$ cat config.mk
export PLATFORM = sky130hd
export DESIGN_NAME = albx_exec
export DESIGN_NICKNAME = d
export VERILOG_FILES = /design/src/include/albx_pkg.sv /design/src/hw/albx_decode.sv /design/src/hw/albx_exec.sv
export SDC_FILE = /design/constraint.sdc
export NUM_CORES = 1
export LEC_CHECK = 0
export BUFFER_PORTS_ARGS = -buffer_cell sky130_fd_sc_hd__buf_2
export CAP_MARGIN = 30
export CORE_UTILIZATION = 56
export CTS_BUF_LIST = sky130_fd_sc_hd__clkbuf_16
export CTS_CLUSTER_SIZE = 14
export DETAILED_ROUTE_END_ITERATION = 16
export PLACE_DENSITY = 0.95
export SLEW_MARGIN = 20
export SYNTH_ARGS = -nofsm -noshare
export SYNTH_HDL_FRONTEND = slang
export SYNTH_SLANG_ARGS = --single-unit
export TNS_END_PERCENT = 100
$ cat constraint.sdc
create_clock -name clk_i -period 6.25 [get_ports clk_i]
set_input_delay 0.3125 -clock clk_i [delete_from_list [all_inputs] [get_ports clk_i]]
set_output_delay 0.3125 -clock clk_i [all_outputs]
set_load 0.02 [all_outputs]
$ cat src/include/albx_pkg.sv
package albx_pkg;
  // ----------------------------------------
  // Widths
  // ----------------------------------------
  localparam int DATA_W = 8;
  localparam int INSTR_W = 12;
  localparam int PC_W = 9;
  localparam int RADDR_W = 5;
  localparam int BITSEL_W = 3;

  // ----------------------------------------
  // Opcode patterns and masks
  // ----------------------------------------
  localparam logic [11:0] MASK_REGOP = 12'hFC0;
  localparam logic [11:0] PAT_ADD = 12'h1C0;
  localparam logic [11:0] PAT_AND = 12'h140;
  localparam logic [11:0] MASK_IMM = 12'hF00;
  localparam logic [11:0] PAT_AND_IMM = 12'hE00;
  localparam logic [11:0] MASK_BITOP = 12'hF00;
  localparam logic [11:0] PAT_BIT_LOWER = 12'h400;
  localparam logic [11:0] PAT_BIT_RAISE = 12'h500;
  localparam logic [11:0] MASK_JUMP = 12'hE00;
  localparam logic [11:0] PAT_JUMP = 12'hA00;

  // ----------------------------------------
  // Field positions
  // ----------------------------------------
  localparam int F_REG_LSB = 0;
  localparam int F_DEST_BIT = 5;
  localparam int F_BIT_LSB = 5;
  localparam int F_IMM_LSB = 0;
  localparam int F_ADDR_LSB = 0;
  localparam int NIB_W = 4;

  // ----------------------------------------
  // Reset values and PC step
  // ----------------------------------------
  localparam logic [8:0] PC_RESET = 9'h000;
  localparam logic [7:0] WREG_RESET = 8'h00;
  localparam logic [8:0] PC_STEP = 9'h001;

  typedef enum logic [2:0] {
    OP_NONE, OP_ADD, OP_AND, OP_AND_IMM, OP_BIT_LOWER, OP_BIT_RAISE, OP_JUMP
  } albx_op_t;

  typedef enum {ST_RUN, ST_FLUSH} albx_state_t;
endpackage

$ cat src/hw/albx_decode.sv
`timescale 1ns/1ps
module albx_decode (
  input wire logic [albx_pkg::INSTR_W-1:0] instr_i,
  output albx_pkg::albx_op_t op_o,
  output logic [albx_pkg::RADDR_W-1:0] reg_sel_o,
  output logic dest_reg_o,
  output logic [albx_pkg::BITSEL_W-1:0] bit_sel_o,
  output logic [albx_pkg::DATA_W-1:0] imm_o,
  output logic [albx_pkg::PC_W-1:0] addr_o
);
  import albx_pkg::*;

  // ----------------------------------------
  // Field extraction
  // ----------------------------------------
  assign reg_sel_o = instr_i[F_REG_LSB +: RADDR_W];
  assign dest_reg_o = instr_i[F_DEST_BIT];
  assign bit_sel_o = instr_i[F_BIT_LSB +: BITSEL_W];
  assign imm_o = instr_i[F_IMM_LSB +: DATA_W];
  assign addr_o = instr_i[F_ADDR_LSB +: PC_W];

  // ----------------------------------------
  // Opcode match
  // ----------------------------------------
  always_comb begin
    op_o = OP_NONE;
    if ((instr_i & MASK_REGOP) == PAT_ADD) begin
      op_o = OP_ADD;
    end else if ((instr_i & MASK_REGOP) == PAT_AND) begin
      op_o = OP_AND;
    end else if ((instr_i & MASK_IMM) == PAT_AND_IMM) begin
      op_o = OP_AND_IMM;
    end else if ((instr_i & MASK_BITOP) == PAT_BIT_LOWER) begin
      op_o = OP_BIT_LOWER;
    end else if ((instr_i & MASK_BITOP) == PAT_BIT_RAISE) begin
      op_o = OP_BIT_RAISE;
    end else if ((instr_i & MASK_JUMP) == PAT_JUMP) begin
      op_o = OP_JUMP;
    end
  end
endmodule

$ cat src/hw/albx_exec.sv
// Behaviour
// - Register add, flags Z C NC, PC+1
// - Five-bit register number; destination bit selects target
// - Eight-bit two's complement sum
// - Register AND, zero flag only, PC+1
// - Immediate AND into working register, zero flag
// - Bit clear of addressed register, PC+1
// - Bit set of addressed register, PC+1
// - Jump loads nine-bit field into PC
// - Jump takes two cycles, flags unchanged
`timescale 1ns/1ps
module albx_exec (
  input wire logic clk_i,
  input wire logic rst_n_i,
  input wire logic [albx_pkg::INSTR_W-1:0] instr_i,
  input wire logic [albx_pkg::DATA_W-1:0] rf_rdata_i,
  output logic [albx_pkg::PC_W-1:0] pc_o,
  output logic [albx_pkg::RADDR_W-1:0] rf_addr_o,
  output logic rf_we_o,
  output logic [albx_pkg::DATA_W-1:0] rf_wdata_o,
  output logic [albx_pkg::DATA_W-1:0] working_reg_o,
  output logic zero_o,
  output logic carry_o,
  output logic nib_carry_o,
  output logic flush_o
);
  import albx_pkg::*;

  albx_op_t op;
  logic [RADDR_W-1:0] reg_sel;
  logic dest_reg;
  logic [BITSEL_W-1:0] bit_sel;
  logic [DATA_W-1:0] imm;
  logic [PC_W-1:0] addr;
  albx_state_t state;
  albx_op_t eff_op;
  logic [DATA_W:0] sum;
  logic [NIB_W:0] nib_sum;
  logic [DATA_W-1:0] result;
  logic [DATA_W-1:0] bit_mask;

  albx_decode u_dec (
    .instr_i(instr_i),
    .op_o(op),
    .reg_sel_o(reg_sel),
    .dest_reg_o(dest_reg),
    .bit_sel_o(bit_sel),
    .imm_o(imm),
    .addr_o(addr)
  );

  // ----------------------------------------
  // Datapath
  // ----------------------------------------
  // The word fetched behind a jump is killed here so it cannot write anything
  assign eff_op = (state == ST_FLUSH) ? OP_NONE : op;
  assign flush_o = (state == ST_FLUSH);
  assign sum = {1'b0, working_reg_o} + {1'b0, rf_rdata_i};
  assign nib_sum = {1'b0, working_reg_o[NIB_W-1:0]} + {1'b0, rf_rdata_i[NIB_W-1:0]};
  assign bit_mask = DATA_W'(1) << bit_sel;
  assign rf_addr_o = reg_sel;

  always_comb begin
    result = rf_rdata_i;
    case (eff_op)
      OP_ADD: result = sum[DATA_W-1:0];
      OP_AND: result = working_reg_o & rf_rdata_i;
      OP_AND_IMM: result = working_reg_o & imm;
      OP_BIT_LOWER: result = rf_rdata_i & ~bit_mask;
      OP_BIT_RAISE: result = rf_rdata_i | bit_mask;
      default: result = rf_rdata_i;
    endcase
  end

  always_comb begin
    rf_we_o = 1'b0;
    case (eff_op)
      OP_ADD, OP_AND: rf_we_o = dest_reg;
      OP_BIT_LOWER, OP_BIT_RAISE: rf_we_o = 1'b1;
      default: rf_we_o = 1'b0;
    endcase
  end
  assign rf_wdata_o = result;

  // ----------------------------------------
  // Sequencing
  // ----------------------------------------
  always_ff @(posedge clk_i or negedge rst_n_i) begin
    if (!rst_n_i) begin
      state <= ST_RUN;
    end else begin
      case (state)
        ST_RUN: state <= (op == OP_JUMP) ? ST_FLUSH : ST_RUN;
        ST_FLUSH: state <= ST_RUN;
        default: state <= ST_RUN;
      endcase
    end
  end

  always_ff @(posedge clk_i or negedge rst_n_i) begin
    if (!rst_n_i) begin
      pc_o <= PC_RESET;
    end else if (eff_op == OP_JUMP) begin
      pc_o <= addr;
    end else begin
      pc_o <= pc_o + PC_STEP;
    end
  end

  // ----------------------------------------
  // Working register and flags
  // ----------------------------------------
  always_ff @(posedge clk_i or negedge rst_n_i) begin
    if (!rst_n_i) begin
      working_reg_o <= WREG_RESET;
    end else if (eff_op == OP_AND_IMM
        || ((eff_op == OP_ADD || eff_op == OP_AND) && !dest_reg)) begin
      working_reg_o <= result;
    end
  end

  always_ff @(posedge clk_i or negedge rst_n_i) begin
    if (!rst_n_i) begin
      zero_o <= 1'b0;
      carry_o <= 1'b0;
      nib_carry_o <= 1'b0;
    end else begin
      if (eff_op == OP_ADD || eff_op == OP_AND || eff_op == OP_AND_IMM) begin
        zero_o <= (result == '0);
      end
      if (eff_op == OP_ADD) begin
        carry_o <= sum[DATA_W];
        nib_carry_o <= nib_sum[NIB_W];
      end
    end
  end

  // ----------------------------------------
  // Checks
  // ----------------------------------------
  AST_JUMP_PC: assert property (@(posedge clk_i) disable iff (!rst_n_i)
    (eff_op == OP_JUMP) |=> (pc_o == $past(addr)))
    else $error("jump target not loaded");
  AST_JUMP_FLUSH: assert property (@(posedge clk_i) disable iff (!rst_n_i)
    (eff_op == OP_JUMP) |=> flush_o ##1 !flush_o)
    else $error("jump not two cycles");
  AST_FLUSH_QUIET: assert property (@(posedge clk_i) disable iff (!rst_n_i)
    flush_o |-> !rf_we_o ##1 $stable(working_reg_o) && $stable(zero_o))
    else $error("flushed word had effect");
  AST_JUMP_FLAGS: assert property (@(posedge clk_i) disable iff (!rst_n_i)
    (eff_op == OP_JUMP) |=> $stable(zero_o) && $stable(carry_o) && $stable(nib_carry_o))
    else $error("jump changed flags");
  AST_ADD_SUM: assert property (@(posedge clk_i) disable iff (!rst_n_i)
    (eff_op == OP_ADD && !dest_reg) |=>
      working_reg_o == DATA_W'($past(working_reg_o) + $past(rf_rdata_i)))
    else $error("add sum wrong");
  AST_ADD_PC: assert property (@(posedge clk_i) disable iff (!rst_n_i)
    (eff_op == OP_ADD) |=> pc_o == PC_W'($past(pc_o) + PC_STEP))
    else $error("pc not advanced");
  AST_AND_FLAGS: assert property (@(posedge clk_i) disable iff (!rst_n_i)
    (eff_op == OP_AND) |=> $stable(carry_o) && $stable(nib_carry_o)
      && zero_o == ($past(result) == '0))
    else $error("and flags wrong");
  AST_AND_IMM_OP_DEST: assert property (@(posedge clk_i) disable iff (!rst_n_i)
    (eff_op == OP_AND_IMM) |-> !rf_we_o ##1 working_reg_o == $past(result))
    else $error("and immediate dest wrong");
  AST_BIT_LOWER_OP: assert property (@(posedge clk_i) disable iff (!rst_n_i)
    (eff_op == OP_BIT_LOWER) |-> rf_we_o && !rf_wdata_o[bit_sel]
      && ((rf_wdata_o ^ rf_rdata_i) & ~bit_mask) == '0 ##1 $stable(zero_o))
    else $error("bit clear wrong");
  AST_BIT_RAISE_OP: assert property (@(posedge clk_i) disable iff (!rst_n_i)
    (eff_op == OP_BIT_RAISE) |-> rf_we_o && rf_wdata_o[bit_sel]
      && ((rf_wdata_o ^ rf_rdata_i) & ~bit_mask) == '0)
    else $error("bit set wrong");
  AST_DEST_REG: assert property (@(posedge clk_i) disable iff (!rst_n_i)
    (eff_op == OP_ADD && dest_reg) |-> rf_we_o && rf_addr_o == instr_i[RADDR_W-1:0]
      ##1 $stable(working_reg_o))
    else $error("dest select wrong");

  // ----------------------------------------
  // Checks against the operands, the PC and side effects
  // ----------------------------------------
  // Flags are rebuilt from the sampled operands, so a wrong slice of sum shows up
  AST_ADD_CARRY: assert property (@(posedge clk_i) disable iff (!rst_n_i)
    (eff_op == OP_ADD) |=>
      carry_o == ((int'($past(working_reg_o)) + int'($past(rf_rdata_i))) >= (1 << DATA_W)))
    else $error("add carry wrong");
  AST_ADD_NIB: assert property (@(posedge clk_i) disable iff (!rst_n_i)
    (eff_op == OP_ADD) |=> nib_carry_o == ((int'($past(working_reg_o[NIB_W-1:0]))
      + int'($past(rf_rdata_i[NIB_W-1:0]))) >= (1 << NIB_W)))
    else $error("add nibble carry wrong");
  AST_ADD_ZERO: assert property (@(posedge clk_i) disable iff (!rst_n_i)
    (eff_op == OP_ADD) |=>
      zero_o == (DATA_W'($past(working_reg_o) + $past(rf_rdata_i)) == '0))
    else $error("add zero flag wrong");
  AST_AND_DEST: assert property (@(posedge clk_i) disable iff (!rst_n_i)
    (eff_op == OP_AND && dest_reg) |->
      rf_we_o && rf_wdata_o == (working_reg_o & rf_rdata_i))
    else $error("and register result wrong");
  AST_AND_PC: assert property (@(posedge clk_i) disable iff (!rst_n_i)
    (eff_op == OP_AND) |=> pc_o == PC_W'($past(pc_o) + PC_STEP))
    else $error("and pc not advanced");
  AST_AND_IMM_OP_FLAGS: assert property (@(posedge clk_i) disable iff (!rst_n_i)
    (eff_op == OP_AND_IMM) |=> $stable(carry_o) && $stable(nib_carry_o)
      && zero_o == (($past(working_reg_o) & $past(instr_i[F_IMM_LSB +: DATA_W])) == '0))
    else $error("and immediate flags wrong");
  AST_BIT_LOWER_OP_PC: assert property (@(posedge clk_i) disable iff (!rst_n_i)
    (eff_op == OP_BIT_LOWER) |=> pc_o == PC_W'($past(pc_o) + PC_STEP)
      && $stable(working_reg_o) && $stable(carry_o) && $stable(nib_carry_o))
    else $error("bit clear side effect");
  AST_BIT_RAISE_OP_PC: assert property (@(posedge clk_i) disable iff (!rst_n_i)
    (eff_op == OP_BIT_RAISE) |=> pc_o == PC_W'($past(pc_o) + PC_STEP)
      && $stable(working_reg_o) && $stable(zero_o) && $stable(carry_o))
    else $error("bit set side effect");
  AST_WREG_DEST: assert property (@(posedge clk_i) disable iff (!rst_n_i)
    ((eff_op == OP_ADD || eff_op == OP_AND) && !dest_reg) |-> !rf_we_o)
    else $error("file written for working target");
  AST_FLUSH_PC: assert property (@(posedge clk_i) disable iff (!rst_n_i)
    flush_o |=> pc_o == PC_W'($past(pc_o) + PC_STEP))
    else $error("flush cycle pc wrong");
  AST_FLUSH_FLAGS: assert property (@(posedge clk_i) disable iff (!rst_n_i)
    flush_o |=> $stable(carry_o) && $stable(nib_carry_o))
    else $error("flushed word changed carry");
endmodule

==> results of run 1 <==
## power groups by stage
stage	logic (mW)	clock network, mW	registers (mW)
2_1_floorplan	0.189	0	0.282
3_3_place_gp	0.328	0	0.233
3_5_place_dp	0.343	0	0.237
4_1_cts	0.348	0.140	0.236
5_1_grt	0.382	0.147	0.243
6_report	0.352	0.139	0.238
## cells in the final DEF, fill, tap and decap left out, types with 2 or more instances in the layout
master and instances:
a32oi_1 3, mux2_2 8, a311o_1 2, clkbuf_16 3, nor2b_1 2, a2111oi_0 4
nand3_1 8, or4b_1 2, ha_1 9, xor2_1 5, and2_1 3, o31a_1 2
nand2_1 21, nor2_1 21, o211ai_1 2, inv_1 6, o22ai_1 3, nor3_1 4
a21oi_1 12, buf_4 2, a31oi_1 7, mux2i_1 4, a21o_1 4, nor4b_1 3
buf_2 56, dfrtp_1 21, o31ai_1 4, xnor2_1 6, o21ai_0 16
## routing by layer
layer,up-vias,share of wire,track usage
li1,925,-,-
met1,932,0.41,0.429
met2,152,0.45,0.486
met3,43,0.11,0.0758
met4,0,0.040,0.153
met5,-,0,0
## registers in the layout, indices dropped and copies added, names as in the netlist
| name | flops |
|---|---|
| carry_o | 1 |
| nib_carry_o | 1 |
| pc_o | 9 |
| state | 1 |
| working_reg_o | 8 |
| zero_o | 1 |
## worst max-delay path by stage
stage | from | end | cells after the start | slack, ns
after floorplan | working_reg_o[0] | zero_o | 9 | 3.59
after global placement | rf_rdata_i[0] | rf_wdata_o[6] | 9 | 3.59
after detailed placement | working_reg_o[0] | zero_o | 9 | 3.55
after CTS | state[0] | rf_wdata_o[6] | 6 | 3.22
after global routing | working_reg_o[0] | rf_wdata_o[6] | 8 | 3.03
final | working_reg_o[0] | rf_wdata_o[6] | 8 | 3.16
## area by class of cell
type                            count  area, µm²  area share
Clock buffer                        3       75.1      0.0337
Clock inverter                      1       7.51     0.00337
Inverter                            6       22.5      0.0101
Multi-Input combinational cell    178       1250       0.560
Sequential cell                    21        526       0.236
Tap cell                           44       55.1      0.0247
Timing Repair Buffer               58        295       0.132
## cell families (layout without fill, tap and decap cells)
| logic type | Yosys count | after routing | synth area share |
|---|---|---|---|
| simple gates | 75 | 75 | 0.210 |
| compound gates | 70 | 70 | 0.262 |
| buf+inv | 22 | 68 | 0.0584 |
| flops | 21 | 21 | 0.279 |
| mux | 12 | 12 | 0.0691 |
| xor+xnor | 11 | 11 | 0.0511 |
| fa+ha+maj | 10 | 10 | 0.0704 |
## cell usage after synthesis (5+ instances only)
cell,instances
nand2_1,21
dfrtp_1,21
xor2_1,5
buf_4,5
mux2_2,8
a31oi_1,7
inv_1,6
nor2_1,21
a21oi_1,12
nand3_1,8
o21ai_0,16
xnor2_1,6
clkbuf_1,9
ha_1,9
## worst max-delay path, stage by stage (launching register included)
cell and delay [ns]:
dfrtp_1 0.43, ha_1 0.25, fa_1 0.41, and3_1 0.17, o21ai_0 0.23, a21oi_1 0.14
nor4b_1 0.39, a311o_1 0.29, buf_2 0.20
==> results.ini, run 1 <==
[route]
drt_iter0_markers = 225
num_vias = 2052
firstDrtPassIters = 6
drc = 0
final_antenna_net_count = 0
via_per_inst = 6.60
finalWirelength_mm = 5.44
wl_per_cell_um = 17.5

[timing]
tns_ns = 0
fin_crit_ns = 3.09
rsz0062_at_grt = no
holdWs_ns = 0.00163
slew_headroom = 0.421
finalHoldViolCount = 0
worst_slack_ns = 3.16
tightestPinTransition_ns = 0.858
clock-skew-final_ns = 0.00414
fin_crit_sh = 0.494
finalSetupViolCount = 0
slew_viol_final = 0
max_freq_mhz = 324

[placement]
io_buffers = 56
hpwl_mm = 3.84
gp_congestion = 0.940
placed_area_mm2 = 0.00215
place_inst = 307
dp_slack_ns = 3.55

[cells_and_area]
fin_area_mm2 = 0.00223
fin_nets = 300
fin_util = 0.713
drive_gt1_frac = 0.281
fillCellCount = 256
fin_cells = 311
diodes = 0
syn_to_final_growth_pct = 18.3

[clock_network]
h-tree-depth = 1
cts_tree = built
path_clk_slew_ns = 0.06
holdBufCountCts = 0
numClockSinks = 21
clk_path_buf_depth = 2
postCtsSetupBuffers = 0
cts-root-buf = clkbuf_16
clk_latency_ns = 0.26
ctsResizeCount = 0
cts_buffers = 3

[floorplan]
die_width_um = 60.0
start_util = 0.602
pin_count = 57
core_mm2 = 0.00313
dieArea_mm2 = 0.00360
rows = 20
die_y_um = 60.0

[logic_synthesis]
ys_seq_area_frac = 0.279
synth_ff_type = dfrtp_1
synth_top_area_share = 0.279
yosys-top-cells-area = dfrtp_1 (28%), ha_1 (6.0%), mux2_2 (4.8%), o21ai_0 (4.2%), nand2_1 (4.2%)
syn-num-nets = 253
ys_async_sr_fraction = 1.00
synthCells = 221
yosys.area.top_type = dfrtp_1
synth_edf_count = 0
ys_ff_latch = 21
syn_area_mm2 = 0.00188
synth_warnings = 0
synth_cell_types = 53
avgSynthCellArea_um2 = 8.53

[power]
intPower_mw = 0.406
p_sw_mw = 0.322
p_leak_nw = 0.985
clkPwrFrac = 0.191
pwr-share-comb = 0.483
power_switching_share = 0.442
seqPwrFrac = 0.326
power_density_mw_per_mm2 = 327
p_total_mw = 0.729
ir_worst_vdd_mv = 0.209

[setup_path]
timing.rr.start = working_reg_o[0]
end_kind = output port
worstSetupStartpointType = flop
rrSetupSlack_ns = 3.46
arrival_ns = 2.78
worstPathMaxFanout = 5
cp.required_ns = 5.94
r2r_cells = 9
rr_endpoint = zero_o
critPathKind = reg2out

[grt]
track_usage = 0.321
grt_pass1_wl_mm = 8.54
grt_antenna_before_repair = 0
grt_start_max_net_pins = 22
grt_pass1_vias = 1831
grt_overflow = 0

[run]
maxCapViolations = 0

[outcome]
outcome = completed

[min_path]
hp-class = in2async

(Power assumes the default switching activity.)
==> inputs of run 2 (changes only) <==
Settings changed: CORE_UTILIZATION 56 to 52, PLACE_DENSITY 0.95 to 0.92.
Clock period 6.25 ns to 2.9 ns, I/O delays scaled along.
==> results.ini, run 2 (synthesis gave the netlist of run 1 again) <==
[timing]
finalSetupViolCount = 0  ; unchanged
max_freq_mhz = 362
clock-skew-final_ns = 0.00144  ; -0.00270 ns
slew_viol_final = 0  ; unchanged
fin_crit_sh = 0.953
finalHoldViolCount = 0  ; unchanged
slew_headroom = 0.377  ; -0.0434
worst_slack_ns = 0.136  ; -3.03 ns
holdWs_ns = 0.146  ; +0.145 ns
tns_ns = 0  ; unchanged
rsz0062_at_grt = no
fin_crit_ns = 2.76
tightestPinTransition_ns = 0.928  ; +0.0697 ns

[power]
power_density_mw_per_mm2 = 699  ; +110%
ir_worst_vdd_mv = 0.402  ; +92%
p_total_mw = 1.58  ; +120%
p_leak_nw = 1.00  ; +1.9%

[setup_path]
worstPathMaxFanout = 5  ; unchanged
crit_path_top_delay_cell = dfrtp_1
startpoint = working_reg_o[0]
critPathKind = reg2out
worstSetupStartpointType = flop
timing.rr.start = working_reg_o[0]
end_kind = output port
cpPeakStageDelay_ns = 0.42  ; about the same
r2r_cells = 9  ; unchanged
arrival_ns = 2.62  ; -0.16 ns
rr_endpoint = zero_o
rrSetupSlack_ns = 0.22  ; -3.24 ns
cp-endpoint = rf_wdata_o[6]
path_cells = ha_1 > fa_1 > and3_1 > o21ai_1 > nor4b_2 > nor4b_1 > a311o_1 > buf_2
cp.required_ns = 2.76  ; -3.18 ns

[clock_network]
clk_path_buf_depth = 2  ; unchanged
cts_buffers = 3  ; unchanged
cts_tree = built
path_clk_slew_ns = 0.06  ; about the same
h-tree-depth = 1  ; unchanged
clk_latency_ns = 0.26  ; about the same
numClockSinks = 21  ; unchanged
cts-root-buf = clkbuf_16

[route]
wl_per_cell_um = 18.2  ; +4.0%
via_per_inst = 6.53  ; -1.1%
drt_iter0_markers = 250  ; +11%
num_vias = 2063  ; +0.54%
final_antenna_net_count = 0  ; unchanged
drc = 0  ; unchanged
firstDrtPassIters = 5  ; -1
finalWirelength_mm = 5.74  ; +5.7%

[placement]
dp_slack_ns = 0.242  ; -3.31 ns
place_inst = 311  ; +1.3%
gp_congestion = 0.908  ; -3.5%
placed_area_mm2 = 0.00216  ; +0.82%
hpwl_mm = 4.01  ; +4.6%
io_buffers = 56  ; unchanged

[min_path]
hp-class = in2reg

[cells_and_area]
fin_nets = 303  ; +1.0%
largest_reg_flops = 9  ; unchanged
diodes = 0  ; unchanged
drive_gt1_frac = 0.289  ; +0.00799
syn_to_final_growth_pct = 20.1
reg.largest.list = pc_o (9), working_reg_o (8)
fin_cells = 316  ; +1.6%
fin_area_mm2 = 0.00226  ; +1.5%
max_flop_register = pc_o
fin_util = 0.663  ; -0.0502
final_cell_mix = buf_2 (56), nand2_1 (21), nor2_1 (21), dfrtp_1 (21), o21ai_0 (15)
layout_commonest_cell = buf_2

[grt]
grt_overflow = 0  ; unchanged
use_met3 = 0.0441  ; -0.0316
grt_start_max_net_pins = 22  ; unchanged
grt_pass1_wl_mm = 9.59  ; +12%
grt_pass1_vias = 2035  ; +11%
busiest_layer = met2
track_usage = 0.311  ; -0.00993
grtUsageMet2 = 0.511  ; +0.0253
grt_antenna_before_repair = 0  ; unchanged
met1_usage = 0.394  ; -0.0349

[floorplan]
die_y_um = 62.2  ; +3.6%
rows = 21  ; +5.0%
die_width_um = 62.2  ; +3.6%
start_util = 0.552  ; -0.0508
core_mm2 = 0.00342  ; +9.2%
dieArea_mm2 = 0.00387  ; +7.4%
pin_count = 57  ; unchanged

[outcome]
outcome = completed

[run]
maxCapViolations = 0  ; unchanged

run 2: changes by cell type in the layout (fill, tap and decap cells not counted):
| cell | delta |
|---|---|
| buf_4 | +2 |
| dlygate4sd3_1 | +1 |
| nor4b_1 | -1 |
| nor4b_2 | +1 |
| o21ai_0 | -1 |
| o21ai_1 | +1 |
run 2: final cells by class:
cell class	instances	area, µm²
repair buffers	61	320
flip-flops and latches	21	526
multi-input cells	178	1250
fillers	276	1150
clock buffers	3	75.1
well taps	46	57.6
inverters	6	22.5
clock inverters	1	7.51
run 2: worst min path at each step:
| stage | startpoint | end | slack, ns | depth (start not counted) |
|---|---|---|---|---|
| detailed placement | rst_n_i | pc_o[1] | 0.13 | 1 |
| floorplan | rst_n_i | carry_o | -0.15 | 0 |
| global route | instr_i[4] | pc_o[4] | 0.16 | 3 |
| finish | instr_i[0] | pc_o[0] | 0.15 | 3 |
| global placement | rst_n_i | pc_o[1] | 0.12 | 1 |
| CTS | instr_i[4] | pc_o[4] | 0.15 | 3 |
run 2: repair_timing:
action | 4_1_cts | 5_1_grt
gates resized for setup | 0 | 2
endpoints found under the setup margin | 0 | 1
hold endpoints to repair | 21 | 0
buffers inserted | 0 | 0
hold buffers | 1 | 0
run 2: where the power goes:
group	switching, mW	total, mW	internal, mW
clock network	0.116	0.303	0.187
registers	0.122	0.512	0.390
logic	0.464	0.767	0.303
total	0.702	1.58	0.879
run 2: per-layer routing:
layer  share of wire  up-vias  wire length, µm
met5               0        -                0
met4           0.037        0              212
met3           0.092       24              530
met2            0.47      151             2720
met1            0.40      962             2280
li1                -      926                -
run 2: worst max-delay path, delay by kind of cell (launching register included):
kind	cells	cell delay, ns
DFF	1	0.42
and+or+nand+nor	3	0.51
adders and majority gates	2	0.66
AOI/OAI and AO/OA	2	0.58
buffers and inverters	1	0.20
